===== src/rtl/tsdm_pkg.sv =====
package tsdm_pkg;
  // register map of the captured calendar bytes
  localparam logic [7:0] ADDR_DAY = 8'h18;
  localparam logic [7:0] ADDR_MONTH = 8'h19;
  // register and field widths
  localparam int DATA_W = 8;
  localparam int DAY_W = 6;
  localparam int MONTH_W = 5;
  // values after reset and after a clear
  localparam logic [7:0] RESET_VAL = 8'h00;
  localparam logic [5:0] DAY_CLR = 6'h00;
  localparam logic [4:0] MONTH_CLR = 5'h00;
  // read answer latency in clock cycles
  localparam int READ_LAT = 1;
endpackage : tsdm_pkg


===== src/rtl/tsdm_cap_if.sv =====
`timescale 1ns/1ps
`default_nettype none
interface tsdm_cap_if #(
  parameter int W = 8
);
  logic load;
  logic clear;
  logic [W-1:0] din;
  logic [W-1:0] q;
  // steering side decides when to load or clear
  modport ctrl (output load, output clear, output din, input q);
  // storage side holds the captured digits
  modport store (input load, input clear, input din, output q);
endinterface : tsdm_cap_if
`default_nettype wire


===== src/rtl/tsdm_bcd_reg.sv =====
`timescale 1ns/1ps
`default_nettype none
module tsdm_bcd_reg #(
  parameter int W = 6
) (
  // clock and reset
  input wire logic ref_clk_i,
  input wire logic sys_rst_i,
  // load and clear from the steering logic
  tsdm_cap_if.store cap
);
  import tsdm_pkg::*;

  logic [W-1:0] value;

  // capture has priority over clear so an event is never lost
  always_ff @(posedge ref_clk_i) begin
    if (sys_rst_i) begin
      value <= '0;
    end else if (cap.load) begin
      value <= cap.din;
    end else if (cap.clear) begin
      value <= '0;
    end
  end

  assign cap.q = value;

  property p_load_takes;
    @(posedge ref_clk_i) disable iff (sys_rst_i)
      cap.load |=> (value == $past(cap.din));
  endproperty
  a_load_takes: assert property (p_load_takes)
    else $error("load did not store input digits");

  property p_hold_idle;
    @(posedge ref_clk_i) disable iff (sys_rst_i)
      (!cap.load && !cap.clear) |=> $stable(value);
  endproperty
  a_hold_idle: assert property (p_hold_idle)
    else $error("stored digits changed without load or clear");
endmodule : tsdm_bcd_reg
`default_nettype wire


===== src/rtl/tsdm_capture.sv =====
`timescale 1ns/1ps
`default_nettype none
// Function
// - each captured value is two BCD digits, tens high, units in low nibble.
// - captured day holds 01 to 31 in bits 5:0, tens in bits 5:4.
// - captured month holds 01 to 12 in bits 4:0, tens in bit 4.
// - both registers are read only; writes change nothing and have no effect.
// - day bits 7:6 and month bits 7:5 always read zero.
// - a one written to the clear control sets both registers to 00h unless a capture is taken in the same cycle.
// - when enabled, overwrite select keeps first event or updates on each later one.
module tsdm_capture (
  // clock and reset
  input wire logic ref_clk_i,
  input wire logic sys_rst_i,
  // live calendar digits from the time base
  input wire logic [tsdm_pkg::DAY_W-1:0] cal_day_i,
  input wire logic [tsdm_pkg::MONTH_W-1:0] cal_month_i,
  // event logic controls
  input wire logic capture_strobe_i,
  input wire logic capture_enable_bit_i,
  input wire logic overwrite_select_bit_i,
  input wire logic capture_clear_bit_i,
  // register access port
  input wire logic [7:0] reg_addr_i,
  input wire logic reg_rd_i,
  input wire logic reg_wr_i,
  input wire logic [tsdm_pkg::DATA_W-1:0] reg_wdata_i,
  output logic [tsdm_pkg::DATA_W-1:0] reg_rdata_o,
  output logic reg_rd_ack_o,
  // captured state for the rest of the time-stamp logic
  output logic captured_o
);
  import tsdm_pkg::*;

  tsdm_cap_if #(.W(DAY_W)) day_if ();
  tsdm_cap_if #(.W(MONTH_W)) month_if ();

  logic captured;
  logic cap_go;
  logic [DATA_W-1:0] next_rdata;

  assign cap_go = capture_strobe_i && capture_enable_bit_i
                  && (overwrite_select_bit_i || !captured);

  // digits pass through in BCD order
  assign day_if.din = cal_day_i;
  assign month_if.din = cal_month_i;
  assign day_if.load = cap_go;
  assign month_if.load = cap_go;
  assign day_if.clear = capture_clear_bit_i;
  assign month_if.clear = capture_clear_bit_i;

  // captured day storage
  tsdm_bcd_reg #(.W(DAY_W)) u_day (
    .ref_clk_i(ref_clk_i),
    .sys_rst_i(sys_rst_i),
    .cap(day_if.store)
  );

  // captured month storage
  tsdm_bcd_reg #(.W(MONTH_W)) u_month (
    .ref_clk_i(ref_clk_i),
    .sys_rst_i(sys_rst_i),
    .cap(month_if.store)
  );

  // first capture marker, set wins over clear
  always_ff @(posedge ref_clk_i) begin
    if (sys_rst_i) begin
      captured <= 1'b0;
    end else if (cap_go) begin
      captured <= 1'b1;
    end else if (capture_clear_bit_i) begin
      captured <= 1'b0;
    end
  end

  always_comb begin
    next_rdata = RESET_VAL;
    unique case (reg_addr_i)
      ADDR_DAY: next_rdata = {{(DATA_W-DAY_W){1'b0}}, day_if.q};
      ADDR_MONTH: next_rdata = {{(DATA_W-MONTH_W){1'b0}}, month_if.q};
      default: next_rdata = RESET_VAL;
    endcase
  end

  // read answer; writes are not decoded at all
  always_ff @(posedge ref_clk_i) begin
    if (sys_rst_i) begin
      reg_rdata_o <= RESET_VAL;
      reg_rd_ack_o <= 1'b0;
    end else begin
      reg_rd_ack_o <= reg_rd_i;
      if (reg_rd_i) begin
        reg_rdata_o <= next_rdata;
      end
    end
  end

  // captured flag output
  always_ff @(posedge ref_clk_i) begin
    if (sys_rst_i) begin
      captured_o <= 1'b0;
    end else begin
      captured_o <= (cap_go || (captured && !capture_clear_bit_i));
    end
  end

  property p_clear_zero;
    @(posedge ref_clk_i) disable iff (sys_rst_i)
      (capture_clear_bit_i && !cap_go) |=> (day_if.q == DAY_CLR && month_if.q == MONTH_CLR);
  endproperty
  a_clear_zero: assert property (p_clear_zero)
    else $error("clear did not zero captured registers");

  property p_keep_first;
    @(posedge ref_clk_i) disable iff (sys_rst_i)
      (captured && !overwrite_select_bit_i && !capture_clear_bit_i)
        |=> ($stable(day_if.q) && $stable(month_if.q));
  endproperty
  a_keep_first: assert property (p_keep_first)
    else $error("first event was overwritten");

  property p_keep_last;
    @(posedge ref_clk_i) disable iff (sys_rst_i)
      (capture_strobe_i && capture_enable_bit_i && overwrite_select_bit_i)
        |=> (day_if.q == $past(cal_day_i) && month_if.q == $past(cal_month_i));
  endproperty
  a_keep_last: assert property (p_keep_last)
    else $error("last event not stored");

  property p_disabled_hold;
    @(posedge ref_clk_i) disable iff (sys_rst_i)
      (!capture_enable_bit_i && !capture_clear_bit_i) |=> $stable(day_if.q);
  endproperty
  a_disabled_hold: assert property (p_disabled_hold)
    else $error("capture while disabled");

  property p_write_none;
    @(posedge ref_clk_i) disable iff (sys_rst_i)
      (reg_wr_i && !cap_go && !capture_clear_bit_i)
        |=> ($stable(day_if.q) && $stable(month_if.q));
  endproperty
  a_write_none: assert property (p_write_none)
    else $error("write changed a captured register");

  property p_read_day;
    @(posedge ref_clk_i) disable iff (sys_rst_i)
      (reg_rd_i && reg_addr_i == ADDR_DAY)
        |=> (reg_rd_ack_o && reg_rdata_o == {2'h0, $past(day_if.q)});
  endproperty
  a_read_day: assert property (p_read_day)
    else $error("day read returned wrong value");

  property p_read_month;
    @(posedge ref_clk_i) disable iff (sys_rst_i)
      (reg_rd_i && reg_addr_i == ADDR_MONTH)
        |=> (reg_rdata_o[7:5] == 3'h0 && reg_rdata_o[4:0] == $past(month_if.q));
  endproperty
  a_read_month: assert property (p_read_month)
    else $error("month read returned wrong value");

  property p_upper_zero;
    @(posedge ref_clk_i) disable iff (sys_rst_i)
      reg_rd_ack_o |-> (reg_rdata_o[7:6] == 2'h0);
  endproperty
  a_upper_zero: assert property (p_upper_zero)
    else $error("unused upper bits not zero");

  property p_first_after_clear;
    @(posedge ref_clk_i) disable iff (sys_rst_i)
      (!captured && capture_strobe_i && capture_enable_bit_i)
        |=> (captured_o && day_if.q == $past(cal_day_i));
  endproperty
  a_first_after_clear: assert property (p_first_after_clear)
    else $error("first capture not taken");

  property p_write_no_ack;
    @(posedge ref_clk_i) disable iff (sys_rst_i)
      (reg_wr_i && !reg_rd_i) |=> !reg_rd_ack_o;
  endproperty
  a_write_no_ack: assert property (p_write_no_ack)
    else $error("write produced a read answer");

  property p_rdata_hold;
    @(posedge ref_clk_i) disable iff (sys_rst_i)
      !reg_rd_i |=> $stable(reg_rdata_o);
  endproperty
  a_rdata_hold: assert property (p_rdata_hold)
    else $error("read data changed without a read");

  property p_load_month;
    @(posedge ref_clk_i) disable iff (sys_rst_i)
      cap_go |=> (month_if.q == $past(cal_month_i));
  endproperty
  a_load_month: assert property (p_load_month)
    else $error("month digits not captured");

  property p_clear_marker;
    @(posedge ref_clk_i) disable iff (sys_rst_i)
      (capture_clear_bit_i && !cap_go) |=> !captured_o;
  endproperty
  a_clear_marker: assert property (p_clear_marker)
    else $error("capture marker kept after clear");

  property p_capture_wins;
    @(posedge ref_clk_i) disable iff (sys_rst_i)
      (capture_clear_bit_i && cap_go)
        |=> (captured_o && day_if.q == $past(cal_day_i));
  endproperty
  a_capture_wins: assert property (p_capture_wins)
    else $error("clear overrode a same cycle capture");
endmodule : tsdm_capture
`default_nettype wire


===== config.mk =====
export PLATFORM = sky130hd
export DESIGN_NAME = tsdm_capture
export DESIGN_NICKNAME = d
export VERILOG_FILES = /design/src/rtl/tsdm_pkg.sv /design/src/rtl/tsdm_cap_if.sv /design/src/rtl/tsdm_bcd_reg.sv /design/src/rtl/tsdm_capture.sv
export SDC_FILE = /design/constraint.sdc
export NUM_CORES = 1
export LEC_CHECK = 0
export BUFFER_PORTS_ARGS = -buffer_cell sky130_fd_sc_hd__buf_2
export CORE_AREA = 2 2 57 45
export DETAILED_ROUTE_END_ITERATION = 7
export DIE_AREA = 0 0 59 47
export PLACE_DENSITY = 0.83
export SLEW_MARGIN = 10
export SYNTH_ARGS = -nofsm -noshare
export SYNTH_HDL_FRONTEND = slang
export SYNTH_SLANG_ARGS = --single-unit
export TNS_END_PERCENT = 20

===== constraint.sdc =====
create_clock -name ref_clk_i -period 1.4 [get_ports ref_clk_i]
set_input_delay 0.35 -clock ref_clk_i [delete_from_list [all_inputs] [get_ports ref_clk_i]]
set_output_delay 0.35 -clock ref_clk_i [all_outputs]
set_load 0.1 [all_outputs]

# After elaboration in Yosys (flattened, before gate mapping)
# Index checks and enable logic that the tools add are counted.
# totals
reg_bits	22
latch_bits	0
ramBits	0
romBits	0
input_bits	35
output_inout_bits	10
word_cells	23
memories	0
# op_classes
n_addsub	0
n_mul	0
n_div	0
magnitude_cmp	0
eq_ne	2
shifts	0
mux	7
bitwise_logic	0
reduce_logical	8
# ops
operator	count
$eq 8x5->1 const B	2
$mux 6	2
$pmux 6 s2	1
$mux 5	2
$logic_and 1x1->1	3
$logic_not 1->1	2
$logic_or 1x1->1	2
$mux 1	2
$reduce_bool 2->1	1

# Longest topological paths before layout
# Gate-level depths: netlist of the first run.
# depth
depth_word	4
ltp_mapped	5
depth_no_buf	3

# Cells and area by module
# From an unflattened synthesis of the first run, not the netlist that was laid out.
# unflattened
hier_cells	89
hier_area_um2	877.1
# by_module_without_submodules
module	instances	cells_per_inst	area_each_um2	seq_area_each_um2
tsdm_capture	1	43	441.7	180.2
tsdm_bcd_reg (u_day)	1	25	236.5	120.1
tsdm_bcd_reg (u_month)	1	21	198.9	100.1

# Worst setup path before layout of the first run
# OpenSTA, ideal clock, no wires.
# synth_timing
kind	register to register
from	reg reg_rdata_o[5] (netlist name)
to	reg reg_rdata_o[5] (netlist bit)
setup_ps	92
arrival_ps	1260
required_time_ps	1308
slack_ps	47
stages_incl_launch_ff	3
path_buffers	0
synth_period_minus_slack_ps	1353
path_cell_list	dfxtp_1 -> inv_1 -> o32ai_1
# synth_rtl
element	line_no	source
end signal: assignment	tsdm_capture.sv:95	reg_rdata_o <= next_rdata;
end: declaration	tsdm_capture.sv:28	output logic [tsdm_pkg::DATA_W-1:0] reg_rdata_o,

# Worst setup path after layout of the first run
# layout_timing
from	reg reg_rd_ack_o
to	out reg_rd_ack_o
# layout_rtl
element	line_no	source
start: declaration	tsdm_capture.sv:29	output logic reg_rd_ack_o,
start signal: assignment	tsdm_capture.sv:93	reg_rd_ack_o <= reg_rd_i;
# No word-level cell between the ends.

==> results of run 1 <==
power breakdown:
part	internal (mW)	switching (mW)	leakage, nW
clock network	0.100	0.157	0.0138
registers	0.585	0.00871	0.163
logic	0.0697	0.108	0.310
path summary, 6_finish.rpt:
check	startpoint	end	depth (start not counted)
worst max-delay path	reg_rd_ack_o	reg_rd_ack_o	1
worst min-delay path	reg_rd_i	reg_rdata_o[5]	2
worst max register to register	captured	u_month.cap.q[0]	4
worst min register to register	u_day.cap.q[5]	reg_rdata_o[5]	2
routing by layer:
| metal | up-vias | global-route usage, % |
|---|---|---|
| met1 | 371 | 19.4 |
| li1 | 408 | - |
| met2 | 33 | 25.1 |
| met5 | - | 0 |
| met3 | 2 | 6.06 |
| met4 | 0 | 1.36 |
through the flow:
step,utilization (%),setup WS [ns],std cells
6_report,55.5,0.115,150
5_1_grt,55.5,0.0539,150
4_1_cts,55.4,0.00365,150
3_5_place_dp,54.4,0.0471,147
3_3_place_gp,54.4,0.0974,147
2_1_floorplan,-,0.0475,95
placed cells by master, fill, tap and decap left out, types with 2 or more instances in the layout:
cell type and instances:
sky130_fd_sc_hd__conb_1 2, sky130_fd_sc_hd__a21oi_1 11, sky130_fd_sc_hd__nor2_1 4, sky130_fd_sc_hd__clkbuf_4 4
sky130_fd_sc_hd__mux2i_1 5, sky130_fd_sc_hd__dfxtp_1 20, sky130_fd_sc_hd__buf_12 7, sky130_fd_sc_hd__o32ai_1 6
sky130_fd_sc_hd__inv_1 3, sky130_fd_sc_hd__buf_4 4, sky130_fd_sc_hd__nand2b_1 6, sky130_fd_sc_hd__o211ai_1 11
sky130_fd_sc_hd__or3b_1 11, sky130_fd_sc_hd__buf_2 25
cell type report:
type,instances,area (um2)
Clock buffer,3,22.5
Fill cell,217,985
Inverter,3,11.3
Multi-Input combinational cell,62,462
Sequential cell,20,400
Tap cell,25,31.3
Timing Repair Buffer,37,303
state kept, by name (all words and copies together), names as in the netlist:
register / flops
reg_rdata_o: 6
captured: 1
u_day.cap.q: 6
u_month.cap.q: 5
reg_rd_ack_o: 1
captured_o: 1
logic make-up after synthesis:
kind of cell | Yosys count | synth area share (%)
flops | 20 | 43.1
simple gates | 26 | 22.1
other cells | 1 | 0.404
buf+inv | 13 | 7.55
mux | 5 | 5.39
compound gates | 29 | 21.4
==> impl_summary.md, run 1 <==
Timing
The setup TNS is 0 ns. Clock skew on the completed layout was measured at 0.00495 ns. The maximum clock rate is 778 MHz. The shortest period the worst path allows is 1.28 ns. The final critical path takes up 91.8% of the cycle. Setup violations remaining at the end of the flow were counted as 0.

The total count of max-transition violations in the final report is 0. Hold timing on the final database bottoms out at a slack of roughly 0.34 ns. The final hold violation count is 0.

Setup repair after global routing left no endpoint under its margin.

CTS
Once the clock tree was built, the resizer swapped 0 gates to a different size. The CTS sink count is 20. The buffers inserted during post-CTS setup optimization is 0. The clock passes through at most 2 buffers. The clock transition at the register clock pins on the worst setup and hold paths after CTS is 0.10 ns. Clock latency on the worst-skew pair, taken at its later pin, is 0.29 ns. The number of buffers inserted by hold repair at cts is 0. The total clock buffers created by CTS is 3. The tree is rooted in a sky130_fd_sc_hd__clkbuf_4. The total number of H-tree levels is 1. TritonCTS built the clock tree.

Synthesis
In this run the biggest area consumer among cell types represents 43.1% of the synthesized area. The synthesized design contains 0 enable-type register cells. sky130_fd_sc_hd__dfxtp_1 takes more of the synthesized area than any other cell. In this run, synthesis produced a sequential element count of 20. The dominant cell by count in the synthesized netlist is sky130_fd_sc_hd__dfxtp_1. For this run, the register share of the synthesized area comes to 43.1%. A synthesized cell averages around 10 um2.

The cell area after synthesis is 928 um2. The number of different library cells used by synthesis comes to 21. After synthesis, the most frequently instantiated cells are 20 x sky130_fd_sc_hd__dfxtp_1, 11 x sky130_fd_sc_hd__a21oi_1, 11 x sky130_fd_sc_hd__o211ai_1, 11 x sky130_fd_sc_hd__or3b_1.

The count of yosys warnings during synthesis is 0. The flip-flop cell with the highest count after synthesis is sky130_fd_sc_hd__dfxtp_1. The fraction of registers with async set/reset is 0%.

After synthesis, the cell types taking the most area are sky130_fd_sc_hd__dfxtp_1 43%, sky130_fd_sc_hd__or3b_1 10%, sky130_fd_sc_hd__o211ai_1 8.9%. The gate count of the mapped netlist is 94.

Die
The height of the die is roughly 47 um. The number of placement rows is 15. The placeable core area is 2210 um2.

The die covers 2770 um2. The effective utilization at floorplan is a little over two fifths. The die boundary width is 59 um. The top-level port count is 45.

Setup path
The signal on the critical path passes through clkbuf_4. For this design, the slowest cell found on the critical path is sky130_fd_sc_hd__dfxtp_1. Along the worst path, the maximum fanout reaches 1.

The arrival time of the worst setup path is around 0.93 ns. The category of cells accounting for the largest share of critical-path delay is flip-flops. The number of buffers and inverters on the critical path is 1. Across all register-to-register paths, the minimum setup slack is roughly 0.18 ns. By startpoint and endpoint, the worst setup path is classified as flop to output pin. The critical path capture point type is an output pin. STA classifies the critical path startpoint as a flop. The largest single stage delay on the critical path is 0.33 ns. The required time at the endpoint of the critical path is 1.05 ns.

Status
The run finished with clean final reports.

Cells and area
The repair_antennas step left the layout with diodes totalling 0. The finished cells cover 1230 um2. In the final design database the tool counted 162 nets. The post-route netlist has 34.4% of its cells at a drive strength greater than 1. The area added between synthesis and finish is 32.5%.

Power and ir drop
The worst vdd rail ir drop is 0.526 mV. The leakage power total is 0.487 nW. The total power divided by cell area is 836 nW/um2. The sum of internal, switching and leakage power is 1.03 mW.

Global routing
The via count of the first global-routing pass is around 760. The remaining global-route overflow is 0. The number of antenna violations at the first check in global routing was 0. The wire length of the first global-routing pass is 3.13 mm. The global-route usage over all layers is 15.1%. Entering global routing, the biggest net connects 21 pins.

Place
The final HPWL from detailed placement is about 1.5 mm. The placed instance area is 1200 um2. Input and output buffers added on the ports amount to 33. At the end of routability-driven placement, the weighted congestion stood at 0.701.

Drt
The number of nets still failing antenna checks after routing is 0. In the final routed layout, each cell accounts on average for 12.7 um. The pre-antenna-repair detailed-routing pass consisted of 4 iterations.

Summed over all nets, wire length on met2 after detailed routing comes to 885 um. Using the TritonRoute via totals, the vias-per-cell ratio works out to 5.43. The detailed router used layers up to and including met4. The residual DRC count is 0. Summed over all layers, the routed wires come to between 1.5 and 2 mm. The routed length on met3 is 144 um. For this block, the initial DRC count from the detailed router was 16. The number of vias after detailed routing is 814. The routed metal-1 wirelength is 870 um.

Job
The reported max-cap violation count is 0.

Worst hold path
The path class of the tightest hold or removal check is input port to flop.
(Power assumes the default switching activity.)
==> run 2, diff against run 1 <==
--- a/config.mk
+++ b/config.mk
@@ -6,12 +6,13 @@
 export NUM_CORES = 1
 export LEC_CHECK = 0
 export BUFFER_PORTS_ARGS = -buffer_cell sky130_fd_sc_hd__buf_2
-export CORE_AREA = 2 2 57 45
+export CORE_AREA = 2 2 56 45
 export DETAILED_ROUTE_END_ITERATION = 7
-export DIE_AREA = 0 0 59 47
-export PLACE_DENSITY = 0.83
-export SLEW_MARGIN = 10
+export DIE_AREA = 0 0 58 47
+export PLACE_DENSITY = 0.82
+export SLEW_MARGIN = 20
 export SYNTH_ARGS = -nofsm -noshare
 export SYNTH_HDL_FRONTEND = slang
+export SYNTH_HIERARCHICAL = 1
 export SYNTH_SLANG_ARGS = --single-unit
 export TNS_END_PERCENT = 20
==> run 2 against run 1 <==
Global-route usage is 0.76 points higher; clock power increased by 83%; combinational power decreased by 6%; setup slack got worse by 0.0099 ns; total power is 20% higher; design area shrank 1.6%; first-iteration DRC count is 44% lower; via count is 4.7% lower; die area down 1.7%; critical path type unchanged; critical endpoint is now captured_o.
==> impl_summary.md, run 2 <==
Die
The placeable core area is 2180 um2 (-1.7%). The height of the die is 47 um (unchanged). The die boundary width is 58 um (-1.7%). The die outline area is 2730 um2 (-1.7%). The top-level port count was 45 (unchanged). The number of placement rows was 15 (unchanged). The effective utilization at floorplan is 40.3% (-1.6 points).

Synthesis
The dominant cell by count in the synthesized netlist is sky130_fd_sc_hd__dfxtp_1. After synthesis, the largest family of logic cells by area is simple AND/OR/NAND/NOR gates. The largest area contributor in the netlist is sky130_fd_sc_hd__dfxtp_1.

The count of yosys warnings during synthesis is 6 (+6). In the synthesized netlist the dominant register cell turns out to be sky130_fd_sc_hd__dfxtp_1. The fraction of the mapped netlist area in simple logic gates was 26.7% (+4.6 points). The fraction of registers with async set/reset is 0% (unchanged). The share of synthesized area spent on multiplexers came to 5.71% (+0.32 points).

The compound-cell area share of the yosys netlist came to 15.1% (-6.3 points). The portion of the post-synthesis area used by sequential elements is 45.6% (+2.5 points). The gate count of the mapped netlist is 89 (-5.3%).

The xor-xnor portion of the synthesized cell area is 0% (unchanged). The cell area after synthesis came to 877 um2 (-5.5%). The adder and majority gate portion of the synthesized area was 0% (unchanged). The number of distinct library cells after synthesis is 19 (-9.5%).

The count of flip-flops with a built-in enable after synthesis is 0 (unchanged). After synthesis, the cell types taking the most area are sky130_fd_sc_hd__dfxtp_1 46%, sky130_fd_sc_hd__or3b_1 9.0%, sky130_fd_sc_hd__a21oi_1 6.8%. The area share of the leading cell type in the synthesized netlist is 45.6% (+2.5 points). The post-synthesis sequential element count was 20 (unchanged). By count the netlist is led by 20 x sky130_fd_sc_hd__dfxtp_1, 12 x sky130_fd_sc_hd__a21oi_1, 12 x sky130_fd_sc_hd__nand2_1. The post-synthesis area per instance came to 9.85 um2 (-0.22%).

Drt
The number of vias after detailed routing came to 776 (-4.7%). The total detailed-routing wirelength came to 2.04 mm (+7.4%). The initial DRC count is 9 (-7). The total iterations of the first detailed-routing run was 4 (unchanged). The number of nets still failing antenna checks after routing is 0 (unchanged). The vias per cell was 5.17 (-4.7%). The detailed-route wire length per cell is 13.6 um (+7.4%). The residual DRC count came to 0 (unchanged).

Cells and area
The fraction of final layout cells sized beyond drive strength 1 came to 37.6% (+3.2 points). The count of antenna diodes in the layout is 0 (unchanged). Relative to the synthesized area, the layout overhead comes to 37.9%.

The core occupancy in the finished layout is 55.6% (about the same). The final design instance area without fill is 1210 um2 (-1.6%). The net count of the finished layout came to 161 (-0.62%). Leaving out fill and tap cells, the most frequent cell in the layout is sky130_fd_sc_hd__buf_2.

In the layout the commonest cells are 25 x sky130_fd_sc_hd__buf_2, 20 x sky130_fd_sc_hd__dfxtp_1, 12 x sky130_fd_sc_hd__nand2_1, 12 x sky130_fd_sc_hd__a21oi_1, 9 x sky130_fd_sc_hd__or3b_1.

Timing
The fraction of the cycle the final worst path needs is 92.5% (+0.70 points). The shortest period the worst path allows was 1.29 ns (+0.00985 ns). The total count of max-transition violations in the final report is 0 (unchanged). The final setup violation count is 0 (unchanged). The setup TNS came to 0 ns (unchanged). The maximum clock skew at final layout came to 0.0106 ns (+0.00569 ns). The maximum clock rate is 773 MHz (-0.76%). Setup repair after global routing left no endpoint under its margin. The final hold violation count is 0 (unchanged).

CTS
TritonCTS built the clock tree. The number of buffers inserted by hold repair at cts is 0 (unchanged). The root buffer selected by CTS is sky130_fd_sc_hd__clkbuf_4. The total clock buffers created by CTS is 3 (unchanged).

The total number of H-tree levels is 1 (unchanged). The clock transition at the register clock pins on the worst setup and hold paths after CTS is 0.12 ns (+0.02 ns). The maximum root-to-sink buffer count was 2 (unchanged). The CTS sink count is 20 (unchanged). The source-to-sink clock delay at the later pin of the worst-skew pair came to 0.31 ns (+0.02 ns).

Setup path
The delay of the slowest critical-path stage was 0.33 ns (about the same). The number of buffers and inverters on the critical path is 1 (unchanged). The cell with the largest stage delay on the worst path is sky130_fd_sc_hd__dfxtp_1. The critical-path maximum fanout is 1 (unchanged). STA classifies the critical path startpoint as a flop. Broken down by cell family, the worst path's largest delay share belongs to flip-flops. The critical path is of the flop to output pin type.

The critical path capture point type is an output pin. The arrival time of the worst setup path is 0.94 ns (about the same). The critical path goes through clkbuf_4. The required time at the endpoint of the critical path is 1.05 ns (about the same).

Place
The count of port buffers added during placement is 33 (unchanged). The final RePlAce weighted congestion was 0.732 (+4.5%). The placed instance area was 1150 um2 (-4.4%). The final HPWL from detailed placement came to 1.56 mm (+7.0%).

Global routing
The global-route usage over all layers is 15.8% (+0.76 points). The remaining global-route overflow is 0 (unchanged). The wire length of the first global-routing pass is 3.15 mm (+0.67%). The number of antenna violations at the first check in global routing was 0 (unchanged). The via count of the first global-routing pass is 746 (-1.3%).

The pin count of the biggest net entering global routing was 21 (unchanged).

Worst hold path
The class of the most critical hold timing path is input port to flop.

Job
The reported max-cap violation count came to 0 (unchanged).

Power and ir drop
The sum of internal, switching and leakage power was 1.23 mW (+20%). The total power divided by cell area is 1020 nW/um2 (+22%). The worst vdd rail ir drop came to 1.05 mV (+99%). The leakage power total is 0.490 nW (+0.71%).

Status
The run finished with clean final reports.
[run 2: changes by cell type after synthesis, moves of 2 or more]
cell / change
sky130_fd_sc_hd__nor2_1: -3
sky130_fd_sc_hd__or3b_2: +2
sky130_fd_sc_hd__clkbuf_1: -2
sky130_fd_sc_hd__or3b_1: -2
sky130_fd_sc_hd__nand2_1: +11
sky130_fd_sc_hd__o21ba_2: +2
sky130_fd_sc_hd__o211ai_1: -11
[run 2: stage by stage]
| stage | hold WS, ns | worst slack, ns | std cells |
|---|---|---|---|
| after floorplan | 0.419 | 0.0475 | 90 |
| after global placement | 0.490 | 0.0563 | 146 |
| after detailed placement | 0.512 | -0.0225 | 146 |
| after CTS | 0.272 | 0.00161 | 150 |
| after global routing | 0.274 | 0.0380 | 150 |
| final | 0.280 | 0.106 | 150 |
[run 2: timing repair]
item	in CTS	in global routing
gates resized for setup	0	2
buffers inserted	0	0
setup endpoints to repair	0	2
[run 2: logic make-up (layout without fill, tap and decap cells)]
group                  Yosys count  in the layout
other                            1              2
flip-flops                      20             20
multiplexers                     5              5
AO/OA/AOI/OAI                   20             20
AND/OR/NAND/NOR                 34             34
buffers and inverters            9             44
[run 2: path summary, 6_finish.rpt]
kind                   from                to  slack (ns)  cells past startpoint
min            cal_day_i[0]    u_day/cap.q[0]        0.28                      3
max reg2reg        captured  u_month/cap.q[1]        0.15                      4
max              captured_o        captured_o        0.11                      1
min reg2reg  u_day/cap.q[5]    reg_rdata_o[5]        0.54                      2
[run 2: final cells by class]
class                      count  area, um2
clock inverter                 1       30.0
sequential                    20        400
fill                         193        967
timing repair buffer          37        290
inverter                       3       11.3
multi-input combinational     61        424
tap                           25       31.3
clock buffer                   3       22.5
[run 2: report_power, final]
part | total [mW] | internal [mW] | switching, mW
clock network | 0.471 | 0.289 | 0.181
registers | 0.592 | 0.585 | 0.00678
logic | 0.168 | 0.0634 | 0.105
[run 2: layer usage]
layer / up-vias / wire length (um) / global-route usage (%)
met3: 2 / 118 / 5.23
met4: 0 / 10 / 3.72
li1: 385 / - / -
met1: 367 / 812 / 16.8
met2: 22 / 1100 / 31.1
met5: - / 0 / 0
[run 2: tightest hold or removal path: stages]
cell	delay [ns]
sky130_fd_sc_hd__buf_2	0.09
sky130_fd_sc_hd__nand2_1	0.06
sky130_fd_sc_hd__a21oi_1	0.05
